$ cat config.mk
export PLATFORM = sky130hd
export DESIGN_NAME = aeis_status
export DESIGN_NICKNAME = d
export VERILOG_FILES = /design/src/verilog/aeis_pkg.sv /design/src/verilog/aeis_status.sv
export SDC_FILE = /design/constraint.sdc
export NUM_CORES = 1
export LEC_CHECK = 0
export BUFFER_PORTS_ARGS = -buffer_cell sky130_fd_sc_hd__buf_2
export CORE_ASPECT_RATIO = 1.5
export CORE_UTILIZATION = 48
export DETAILED_ROUTE_END_ITERATION = 8
export GPL_TIMING_DRIVEN = 1
export PLACE_DENSITY = 0.73
export SLEW_MARGIN = 0
export SYNTH_ARGS = -nofsm -noshare
export SYNTH_HDL_FRONTEND = slang
export SYNTH_SLANG_ARGS = --single-unit
export TNS_END_PERCENT = 50
$ cat constraint.sdc
create_clock -name pclk -period 1.75 [get_ports pclk]
set_clock_uncertainty 0.05 [all_clocks]
set_input_delay 0.175 -clock pclk [delete_from_list [all_inputs] [get_ports pclk]]
set_output_delay 0.175 -clock pclk [all_outputs]
set_load 0.03 [all_outputs]
$ cat src/verilog/aeis_pkg.sv
// aeis_pkg: register map, field positions and carrier types for the
// per-axis error, interrupt-factor and input-level status block.
// assumes an apb master on pclk and a motion core on the same clock.
//
// Summary of operation
// any error bit 0..6 set raises that axis error flag in main status
// bit 0 sets on positive drive when position reaches positive compare
// bit 1 sets on negative drive when position at or below negative compare
// bits 2 and 3 set while positive or negative hard limit is active
// bit 4 sets while servo alarm input is at its configured active level
// bit 5 sets when active-low emergency input is low
// bit 6, x axis of main chip only, sets on any sub chip error
// an active limit while driving ends pulses, decelerating or immediately
// soft limit bits never set while driving in the opposite direction
// reads return the copy of the most recently selected axis
// host selects the read axis with command 0f, nothing else happens; the code selects on any command code whose axis bits [9:8] are nonzero
// latched errors hold until next drive command or clear command 25h
// host enables each interrupt factor separately; disabled ones stay quiet
// factor bits 1..4 latch on the four compare crossings
// bit 5 on cruise end, bit 6 on cruise begin, bit 7 on drive end
// an enabled factor sets its bit and pulls the interrupt output low
// reading the interrupting axis factor register clears it, output high
// with 8-bit bus, reading the low byte clears all factor bits
// input level bits read 0 for a low pin and 1 for a high pin
// input level layout: stops, emergency, ext drive, inpos, alarm, gp, limits
// inputs other than limits readable as general inputs when unused
// interrupt output stays low while any enabled factor of either axis is set
`default_nettype none
package aeis_pkg;
   localparam int unsigned AEIS_AXES = 2;
   // register byte addresses
   localparam logic [7:0] AEIS_ERR_ADDR   = 8'h00;
   localparam logic [7:0] AEIS_IRQF_ADDR  = 8'h04;
   localparam logic [7:0] AEIS_XIN_ADDR   = 8'h08;
   localparam logic [7:0] AEIS_YIN_ADDR   = 8'h0c;
   localparam logic [7:0] AEIS_CMD_ADDR   = 8'h10;
   localparam logic [7:0] AEIS_IEN_ADDR   = 8'h14;
   localparam logic [7:0] AEIS_CFG_ADDR   = 8'h18;
   localparam logic [7:0] AEIS_MAIN_ADDR  = 8'h1c;
   // command register fields: [7:0] code, [9:8] axis assignment
   localparam logic [7:0] AEIS_CMD_AXIS_SEL = 8'h0f;
   localparam logic [7:0] AEIS_CMD_CLEAR    = 8'h25;
   localparam logic [7:0] AEIS_CMD_DRV_LO   = 8'h20;
   localparam logic [7:0] AEIS_CMD_DRV_HI   = 8'h23;
   localparam int unsigned AEIS_CMD_AX_LSB  = 8;
   // config register per axis byte: bit0 alarm active high, bit1 sl enable,
   // bit2 limit active high, bit3 immediate stop on limit
   localparam int unsigned AEIS_CFG_ALM_HI  = 0;
   localparam int unsigned AEIS_CFG_SL_EN   = 1;
   localparam int unsigned AEIS_CFG_LMT_HI  = 2;
   localparam int unsigned AEIS_CFG_LMT_IMM = 3;
   // error bit positions
   localparam int unsigned AEIS_E_SLP  = 0;
   localparam int unsigned AEIS_E_SLN  = 1;
   localparam int unsigned AEIS_E_HLP  = 2;
   localparam int unsigned AEIS_E_HLN  = 3;
   localparam int unsigned AEIS_E_ALM  = 4;
   localparam int unsigned AEIS_E_EMG  = 5;
   localparam int unsigned AEIS_E_SUB  = 6;
   localparam logic [15:0] AEIS_ERR_RST  = 16'h0000;
   localparam logic [15:0] AEIS_IRQF_RST = 16'h0000;
   localparam logic [7:0]  AEIS_IEN_RST  = 8'h00;
   localparam logic [7:0]  AEIS_CFG_RST  = 8'h00;
   localparam logic [31:0] AEIS_UNMAPPED = 32'h0000_0000;

   // events and levels from the motion core for one axis
   typedef struct packed {
      logic        drv_pos;      // driving in + direction
      logic        drv_neg;      // driving in - direction
      logic        ge_cpos;      // position >= positive compare
      logic        le_cneg;      // position <= negative compare
      logic        gt_cneg_evt;  // crossed above negative compare
      logic        lt_cneg_evt;  // crossed below negative compare
      logic        lt_cpos_evt;  // crossed below positive compare
      logic        gt_cpos_evt;  // crossed above positive compare
      logic        cruise_end_evt;
      logic        cruise_begin_evt;
      logic        drive_done_evt;
   } aeis_core_t;

   // raw input pins for one axis
   typedef struct packed {
      logic [5:0] general_input;     // general inputs 5..0
      logic       neg_limit_input;
      logic       pos_limit_input;
      logic       servo_fault_input;
      logic       in_position_input;
      logic       ext_drive_neg_input;
      logic       ext_drive_pos_input;
      logic [2:0] stop_input;        // stop inputs 2..0
   } aeis_pins_t;

   // stop request back to the pulse generator
   typedef struct packed {
      logic decel;
      logic sudden;
   } aeis_stop_t;
endpackage
`default_nettype wire

$ cat src/verilog/aeis_status.sv
// aeis_status: per-axis error status, interrupt factor and input levels,
// reached over apb. pins are asynchronous and pass two flip-flops.
// assumes the motion core drives its event struct on pclk.
//
// The placing of the registers and the APB interface to the registers were left to the implementer.
`default_nettype none
module aeis_status
   import aeis_pkg::*;
#(
   parameter int unsigned SYNC_STAGES = 2
)(
   input  wire logic                pclk,          // apb clock
   input  wire logic                presetn,       // async reset, low
   input  wire logic                psel,          // apb select
   input  wire logic                penable,       // apb access phase
   input  wire logic                pwrite,        // apb direction
   input  wire logic [7:0]          paddr,         // apb byte address
   input  wire logic [31:0]         pwdata,        // apb write data
   input  wire logic [3:0]          pstrb,         // apb byte strobes
   output logic [31:0]              prdata,        // apb read data
   output logic                     pready,        // apb ready
   output logic                     pslverr,       // apb error
   input  wire aeis_core_t [1:0]    core,          // motion core events
   input  wire aeis_pins_t [1:0]    pins,          // raw axis pins
   input  wire logic                emergency_halt_input, // low = halt
   input  wire logic                subchip_fault_in, // sub chip error
   input  wire logic                is_main_chip,  // multichip main
   input  wire logic                bus8_mode,     // 8-bit host bus
   output aeis_stop_t [1:0]         stop_req,      // stop request
   output logic [1:0]               axis_err_flag, // error flag per axis
   output logic                     irq_out_low    // interrupt, low
);
   if (SYNC_STAGES != 2)
   begin : g_bad_sync
      $error("aeis_status: only two sync stages supported");
   end

   ////////////////////////////////////////////////////////////////////////
   // pin synchroniser
   localparam int unsigned PW = $bits(aeis_pins_t) * 2 + 1;
   logic [PW-1:0] sync_a;
   logic [PW-1:0] sync_b;
   always_ff @(posedge pclk or negedge presetn)
   begin
      if (!presetn)
      begin
         // idle pin levels, so no error latches right after reset
         sync_a <= '1;
         sync_b <= '1;
      end
      else
      begin
         sync_a <= {emergency_halt_input, pins};
         sync_b <= sync_a;
      end
   end
   aeis_pins_t [1:0] pin_s;
   logic             emg_s;
   assign {emg_s, pin_s} = sync_b;

   ////////////////////////////////////////////////////////////////////////
   // apb decode
   logic        wr_en;
   logic        rd_en;
   logic [7:0]  cmd_code;
   logic [1:0]  cmd_axes;
   logic        drive_cmd;
   logic        clear_cmd;
   assign wr_en = psel && penable && pwrite;
   assign rd_en = psel && penable && !pwrite;
   assign cmd_code = pwdata[7:0];
   assign cmd_axes = pwdata[AEIS_CMD_AX_LSB+1:AEIS_CMD_AX_LSB];
   assign drive_cmd = wr_en && paddr == AEIS_CMD_ADDR && pstrb[0] &&
                      cmd_code >= AEIS_CMD_DRV_LO &&
                      cmd_code <= AEIS_CMD_DRV_HI;
   assign clear_cmd = wr_en && paddr == AEIS_CMD_ADDR && pstrb[0] &&
                      cmd_code == AEIS_CMD_CLEAR;

   function automatic logic mapped(input logic [7:0] a);
      mapped = a == AEIS_ERR_ADDR || a == AEIS_IRQF_ADDR ||
               a == AEIS_XIN_ADDR || a == AEIS_YIN_ADDR ||
               a == AEIS_CMD_ADDR || a == AEIS_IEN_ADDR ||
               a == AEIS_CFG_ADDR || a == AEIS_MAIN_ADDR;
   endfunction

   ////////////////////////////////////////////////////////////////////////
   // axis select and control registers
   logic        sel_axis;
   logic [15:0] irq_en;
   logic [15:0] cfg;
   always_ff @(posedge pclk or negedge presetn)
   begin
      if (!presetn)
         sel_axis <= 1'b0;
      else if (wr_en && paddr == AEIS_CMD_ADDR && pstrb[1] &&
               cmd_axes != 2'b00)
         sel_axis <= cmd_axes == 2'b10;
   end
   always_ff @(posedge pclk or negedge presetn)
   begin
      if (!presetn)
      begin
         irq_en <= {AEIS_IEN_RST, AEIS_IEN_RST};
         cfg    <= {AEIS_CFG_RST, AEIS_CFG_RST};
      end
      else if (wr_en)
      begin
         if (paddr == AEIS_IEN_ADDR)
         begin
            if (pstrb[0])
               irq_en[7:0] <= pwdata[7:0];
            if (pstrb[1])
               irq_en[15:8] <= pwdata[15:8];
         end
         if (paddr == AEIS_CFG_ADDR)
         begin
            if (pstrb[0])
               cfg[7:0] <= pwdata[7:0];
            if (pstrb[1])
               cfg[15:8] <= pwdata[15:8];
         end
      end
   end

   ////////////////////////////////////////////////////////////////////////
   // per-axis error status and interrupt factors
   logic [1:0][15:0] err_stat;
   logic [1:0][15:0] irq_fac;
   logic [1:0]       fac_rd;
   logic             irqf_read;
   assign irqf_read = rd_en && paddr == AEIS_IRQF_ADDR &&
                      (bus8_mode || pstrb == 4'h0 || 1'b1);

   genvar g;
   generate
      for (g = 0; g < 2; g++)
      begin : g_axis
         logic [7:0]  c;
         logic        lmt_p;
         logic        lmt_n;
         logic        alm;
         logic [15:0] err_set;
         logic [15:0] fac_set;
         assign c = cfg[g*8 +: 8];
         assign lmt_p = pin_s[g].pos_limit_input == c[AEIS_CFG_LMT_HI];
         assign lmt_n = pin_s[g].neg_limit_input == c[AEIS_CFG_LMT_HI];
         assign alm = pin_s[g].servo_fault_input == c[AEIS_CFG_ALM_HI];
         always_comb
         begin
            err_set = 16'h0000;
            err_set[AEIS_E_SLP] = c[AEIS_CFG_SL_EN] && core[g].drv_pos &&
                                  core[g].ge_cpos;
            err_set[AEIS_E_SLN] = c[AEIS_CFG_SL_EN] && core[g].drv_neg &&
                                  core[g].le_cneg;
            err_set[AEIS_E_HLP] = lmt_p;
            err_set[AEIS_E_HLN] = lmt_n;
            err_set[AEIS_E_ALM] = alm;
            err_set[AEIS_E_EMG] = !emg_s;
            err_set[AEIS_E_SUB] = (g == 0) && is_main_chip &&
                                  subchip_fault_in;
         end
         always_comb
         begin
            fac_set = 16'h0000;
            fac_set[1] = core[g].gt_cneg_evt;
            fac_set[2] = core[g].lt_cneg_evt;
            fac_set[3] = core[g].lt_cpos_evt;
            fac_set[4] = core[g].gt_cpos_evt;
            fac_set[5] = core[g].cruise_end_evt;
            fac_set[6] = core[g].cruise_begin_evt;
            fac_set[7] = core[g].drive_done_evt;
            fac_set[7:0] = fac_set[7:0] & irq_en[g*8 +: 8];
         end
         // set wins over the clear in the same cycle
         always_ff @(posedge pclk or negedge presetn)
         begin
            if (!presetn)
               err_stat[g] <= AEIS_ERR_RST;
            else if ((drive_cmd || clear_cmd) && cmd_axes[g])
               err_stat[g] <= err_set;
            else
               err_stat[g] <= err_stat[g] | err_set;
         end
         assign fac_rd[g] = irqf_read && sel_axis == 1'(g);
         always_ff @(posedge pclk or negedge presetn)
         begin
            if (!presetn)
               irq_fac[g] <= AEIS_IRQF_RST;
            else if (fac_rd[g])
               irq_fac[g] <= fac_set;
            else
               irq_fac[g] <= irq_fac[g] | fac_set;
         end
         always_ff @(posedge pclk or negedge presetn)
         begin
            if (!presetn)
            begin
               axis_err_flag[g] <= 1'b0;
               stop_req[g]      <= '0;
            end
            else
            begin
               axis_err_flag[g] <= |err_stat[g][6:0];
               stop_req[g].sudden <= (|err_set[3:0]) &&
                  (core[g].drv_pos || core[g].drv_neg) &&
                  c[AEIS_CFG_LMT_IMM];
               stop_req[g].decel <= (|err_set[3:0]) &&
                  (core[g].drv_pos || core[g].drv_neg) &&
                  !c[AEIS_CFG_LMT_IMM];
            end
         end
      end
   endgenerate

   ////////////////////////////////////////////////////////////////////////
   // interrupt output
   always_ff @(posedge pclk or negedge presetn)
   begin
      if (!presetn)
         irq_out_low <= 1'b1;
      else
         irq_out_low <= !(|(irq_fac[0][7:0] & irq_en[7:0]) ||
                          |(irq_fac[1][7:0] & irq_en[15:8]));
   end

   ////////////////////////////////////////////////////////////////////////
   // input level views
   function automatic logic [15:0] levels(input aeis_pins_t p,
                                          input logic emergency_halt_err);
      levels = {p.neg_limit_input, p.pos_limit_input, p.general_input,
                p.servo_fault_input, p.in_position_input,
                p.ext_drive_neg_input, p.ext_drive_pos_input,
                emergency_halt_err, p.stop_input};
   endfunction

   ////////////////////////////////////////////////////////////////////////
   // apb read and response
   logic [31:0] next_prdata;
   always_comb
   begin
      next_prdata = AEIS_UNMAPPED;
      unique case (paddr)
         AEIS_ERR_ADDR:  next_prdata = {16'h0000, err_stat[sel_axis]};
         AEIS_IRQF_ADDR: next_prdata = {16'h0000, irq_fac[sel_axis]};
         AEIS_XIN_ADDR:  next_prdata = {16'h0000, levels(pin_s[0], emg_s)};
         AEIS_YIN_ADDR:  next_prdata = {16'h0000, levels(pin_s[1], 1'b0)};
         AEIS_CMD_ADDR:  next_prdata = {31'h0, sel_axis};
         AEIS_IEN_ADDR:  next_prdata = {16'h0000, irq_en};
         AEIS_CFG_ADDR:  next_prdata = {16'h0000, cfg};
         AEIS_MAIN_ADDR: next_prdata = {30'h0, axis_err_flag};
         default:        next_prdata = AEIS_UNMAPPED;
      endcase
   end
   always_ff @(posedge pclk or negedge presetn)
   begin
      if (!presetn)
      begin
         prdata  <= 32'h0000_0000;
         pready  <= 1'b0;
         pslverr <= 1'b0;
      end
      else
      begin
         pready  <= psel && !penable;
         pslverr <= psel && !penable && !mapped(paddr);
         if (psel && !penable && !pwrite)
            prdata <= next_prdata;
      end
   end
endmodule
`default_nettype wire

==> reports/qor.csv <==
stage;metric;value;unit
outcome;status;complete, no violations;
clock_tree;buffer count from post-CTS setup fixing;0;
global_routing;GRT Util Overall;0.263;
setup_path;worst path bufs/invs;0;
setup_path;Top delay family on crit path;multiplexers;
drt;vias per cell;5.60;
synth;Netlist cell types;55;
synth;Synth warnings;0;
setup_path;Crit-path slowest cell;dfrtp_2;
cells_and_area;share of cells above drive strength 1;0.474;
global_routing;initial antenna violation count;0;
die;core area;12100;sq um
synth;Syn Area/Cell;14.1;sq um
timing;fin crit share;0.963;
cells_and_area;n_diodes;0;
setup_path;crit-path cells;mux2_2, mux4_2, o211ai_1, nand2_1;
pwr;VDD IR max;638;uV
setup_path;Data arrival, critical path;1.95;ns
setup_path;Critical Path Fanout Max;9;
clock_tree;CTS Buffer Depth;2;
global_routing;vias in the first global route;4810;
pwr;power per standard cell area;970;nW/um^2
synth;sequential element share of the synthesized area;0.628;
hold_path;hold path startpoint;core[7];
placement;Final Wtd Congestion;0.891;
clock_tree;# clock sinks;147;
drt;drt pass-1 iters;5;
clock_tree;CTS buffer count;17;
cells_and_area;Area Overhead vs Synth;35.2;%
clock_tree;clock latency at the later pin of the worst-skew pair;0.42;ns
drt;DR WL/cell;19.9;um
setup_path;CP startpoint kind;flop;
synth;Area contributors post-synth;dfrtp_1 (35%), dfstp_2 (28%), mux2_2 (8.8%);
pwr;leakage power;3.74;nW
timing;Hold Slack;0.0140;ns
clock_tree;Worst-path clk slew;0.06;ns
drt;Total Wirelength;15.8;mm
timing;RSZ-0062 raised after global routing;no;
synth;Top FF cell, synth;dfrtp_1;
drt;DR vias;4467;
die;starting density of the core;0.495;
run;maxcap violations;0;
timing;Final setup violation count;0;
synth;synthesized area;5980;sq um
setup_path;critical path depth;4;
hold_path;Hold Path Cell Cnt;2;
die;die area;12900;sq um
cells_and_area;post-layout util;0.670;
die;IO Pins;146;
placement;PortBufs;110;
timing;final slew viol count;0;
cells_and_area;commonest non-fill, non-tap cell in the layout;buf_2;
setup_path;WP data required;2.01;ns
synth;area leader, netlist;dfrtp_1;
setup_path;CP endpoint kind;flop;
die;Die Wd;93.2;um
synth;Post-synth EDFFs;0;
setup_path;Reg2Reg Capture Point;prdata[1]$_DFFE_PN0P_;
setup_path;worst setup path class;flop to flop;
synth;Post-Syn Instances;424;
timing;Hold Fails Final Rpt;0;
setup_path;Register-to-Register Path Depth;4;
clock_tree;Root Buffer;clkbuf_16;
placement;Detailed Place HPWL;11.0;mm
timing;f_max;593;MHz
synth;ys async rst share;1.00;
setup_path;reg2reg setup slack;0.06;ns
drt;DRC violations left;0;
clock_tree;Max H-tree Level;4;
hold_path;Hold Path End;err_stat[1]$_DFF_PN0_;
global_routing;first-pass GRT wire length;25.2;mm
drt;final antenna-violating net count;0;
cells_and_area;number of nets in the layout;736;
die;Chip Height;139;um
cells_and_area;commonest cells after routing, fill and taps aside;buf_2 (109), dfrtp_1 (83), dlygate4sd3_1 (68);
global_routing;GRT Residual Overflow;0;
die;FP Rows;49;
drt;DRT iter0 DRCs;297;
setup_path;worst r2r src;sel_axis$_DFFE_PN0P_;
synth;#FFs+latches synth;147;
setup_path;slowest cell delay on critical path;0.48;ns
timing;Tmin final;1.69;ns
global_routing;largest net degree at the start of global routing;50;
clock_tree;CTS tree;done;
hold_path;Hold Path Class;input pin to flop;
synth;top-area cell type share of the netlist area;0.351;
[per-stage QoR]
stage	power (mW)	cells	setup slack (ns)	instance area [sq um]	setup TNS, ns
final	7.85	797	0.0644	8090	0
after detailed placement	4.24	697	-0.253	6820	-2.72
after global routing	8.11	797	0.0194	8090	0
after CTS	7.86	796	0.0225	8080	0
after global placement	4.22	697	-0.211	6820	-2.24
after floorplan	3.95	439	0.114	6040	0
[routing by layer]
metal	GRT usage	up-vias	wire (um)
met2	0.441	216	8290
met3	0.0559	44	941
li1	-	1971	-
met1	0.316	2236	6010
met5	0	-	0
met4	0.134	0	592
[state kept, by name, summed over array words and instances (netlist names), 4 cells and up]
register	cells
irq_fac	14
sync_a	31
stop_req	4
err_stat	13
prdata	16
cfg	16
irq_en	16
sync_b	31
[how the worst max path moves through the flow]
stage                    startpoint               endpoint
2_1_floorplan  sel_axis$_DFFE_PN0P_  prdata[1]$_DFFE_PN0P_
3_3_place_gp              pwdata[3]  err_stat[6]$_DFF_PN0_
3_5_place_dp              pwdata[3]  err_stat[1]$_DFF_PN0_
4_1_cts                     penable  prdata[3]$_DFFE_PN0P_
5_1_grt        sel_axis$_DFFE_PN0P_  prdata[1]$_DFFE_PN0P_
6_report       sel_axis$_DFFE_PN0P_  prdata[1]$_DFFE_PN0P_
[cell families after synthesis]
kind of cell    after synthesis  synth area share
flops                       147             0.628
compound gates              102             0.129
simple gates                 80            0.0909
mux                          54             0.109
buf+inv                      34            0.0343
xor+xnor                      6           0.00878
other cells                   1          0.000627
[layout make-up]
class / instances / area (sq um)
Clock inverter: 11 / 97.6
Inverter: 1 / 3.75
Clock buffer: 21 / 483
Fill cell: 920 / 3990
Tap cell: 153 / 191
Sequential cell: 147 / 3760
Multi-Input combinational cell: 258 / 2090
Timing Repair Buffer: 206 / 1470
[what timing repair did]
action,in CTS,in global routing
hold buffers,67,1
pin swaps,0,0
cloned,0,0
resized for setup,1,2
endpoints found under the hold margin,118,1
endpoints found under the setup margin,3,6
[where the power goes]
group	total (mW)	internal, mW	switching [mW]
combinational	0.642	0.310	0.332
sequential	3.67	3.58	0.0831
clock	3.54	2.12	1.41
total	7.85	6.02	1.83
[cell usage after synthesis (all sizes together) (6+ instances only)]
library cell,instances
nor2,6
mux2,47
nand2,22
nor2b,6
dfrtp,84
a31oi,11
o21ai,14
a21oi,7
xnor2,6
and2,8
a22oi,17
dfstp,63
buf,25
nand3,8
clkbuf,8
a21o,6
a22o,29
(Power assumes the default switching activity.)
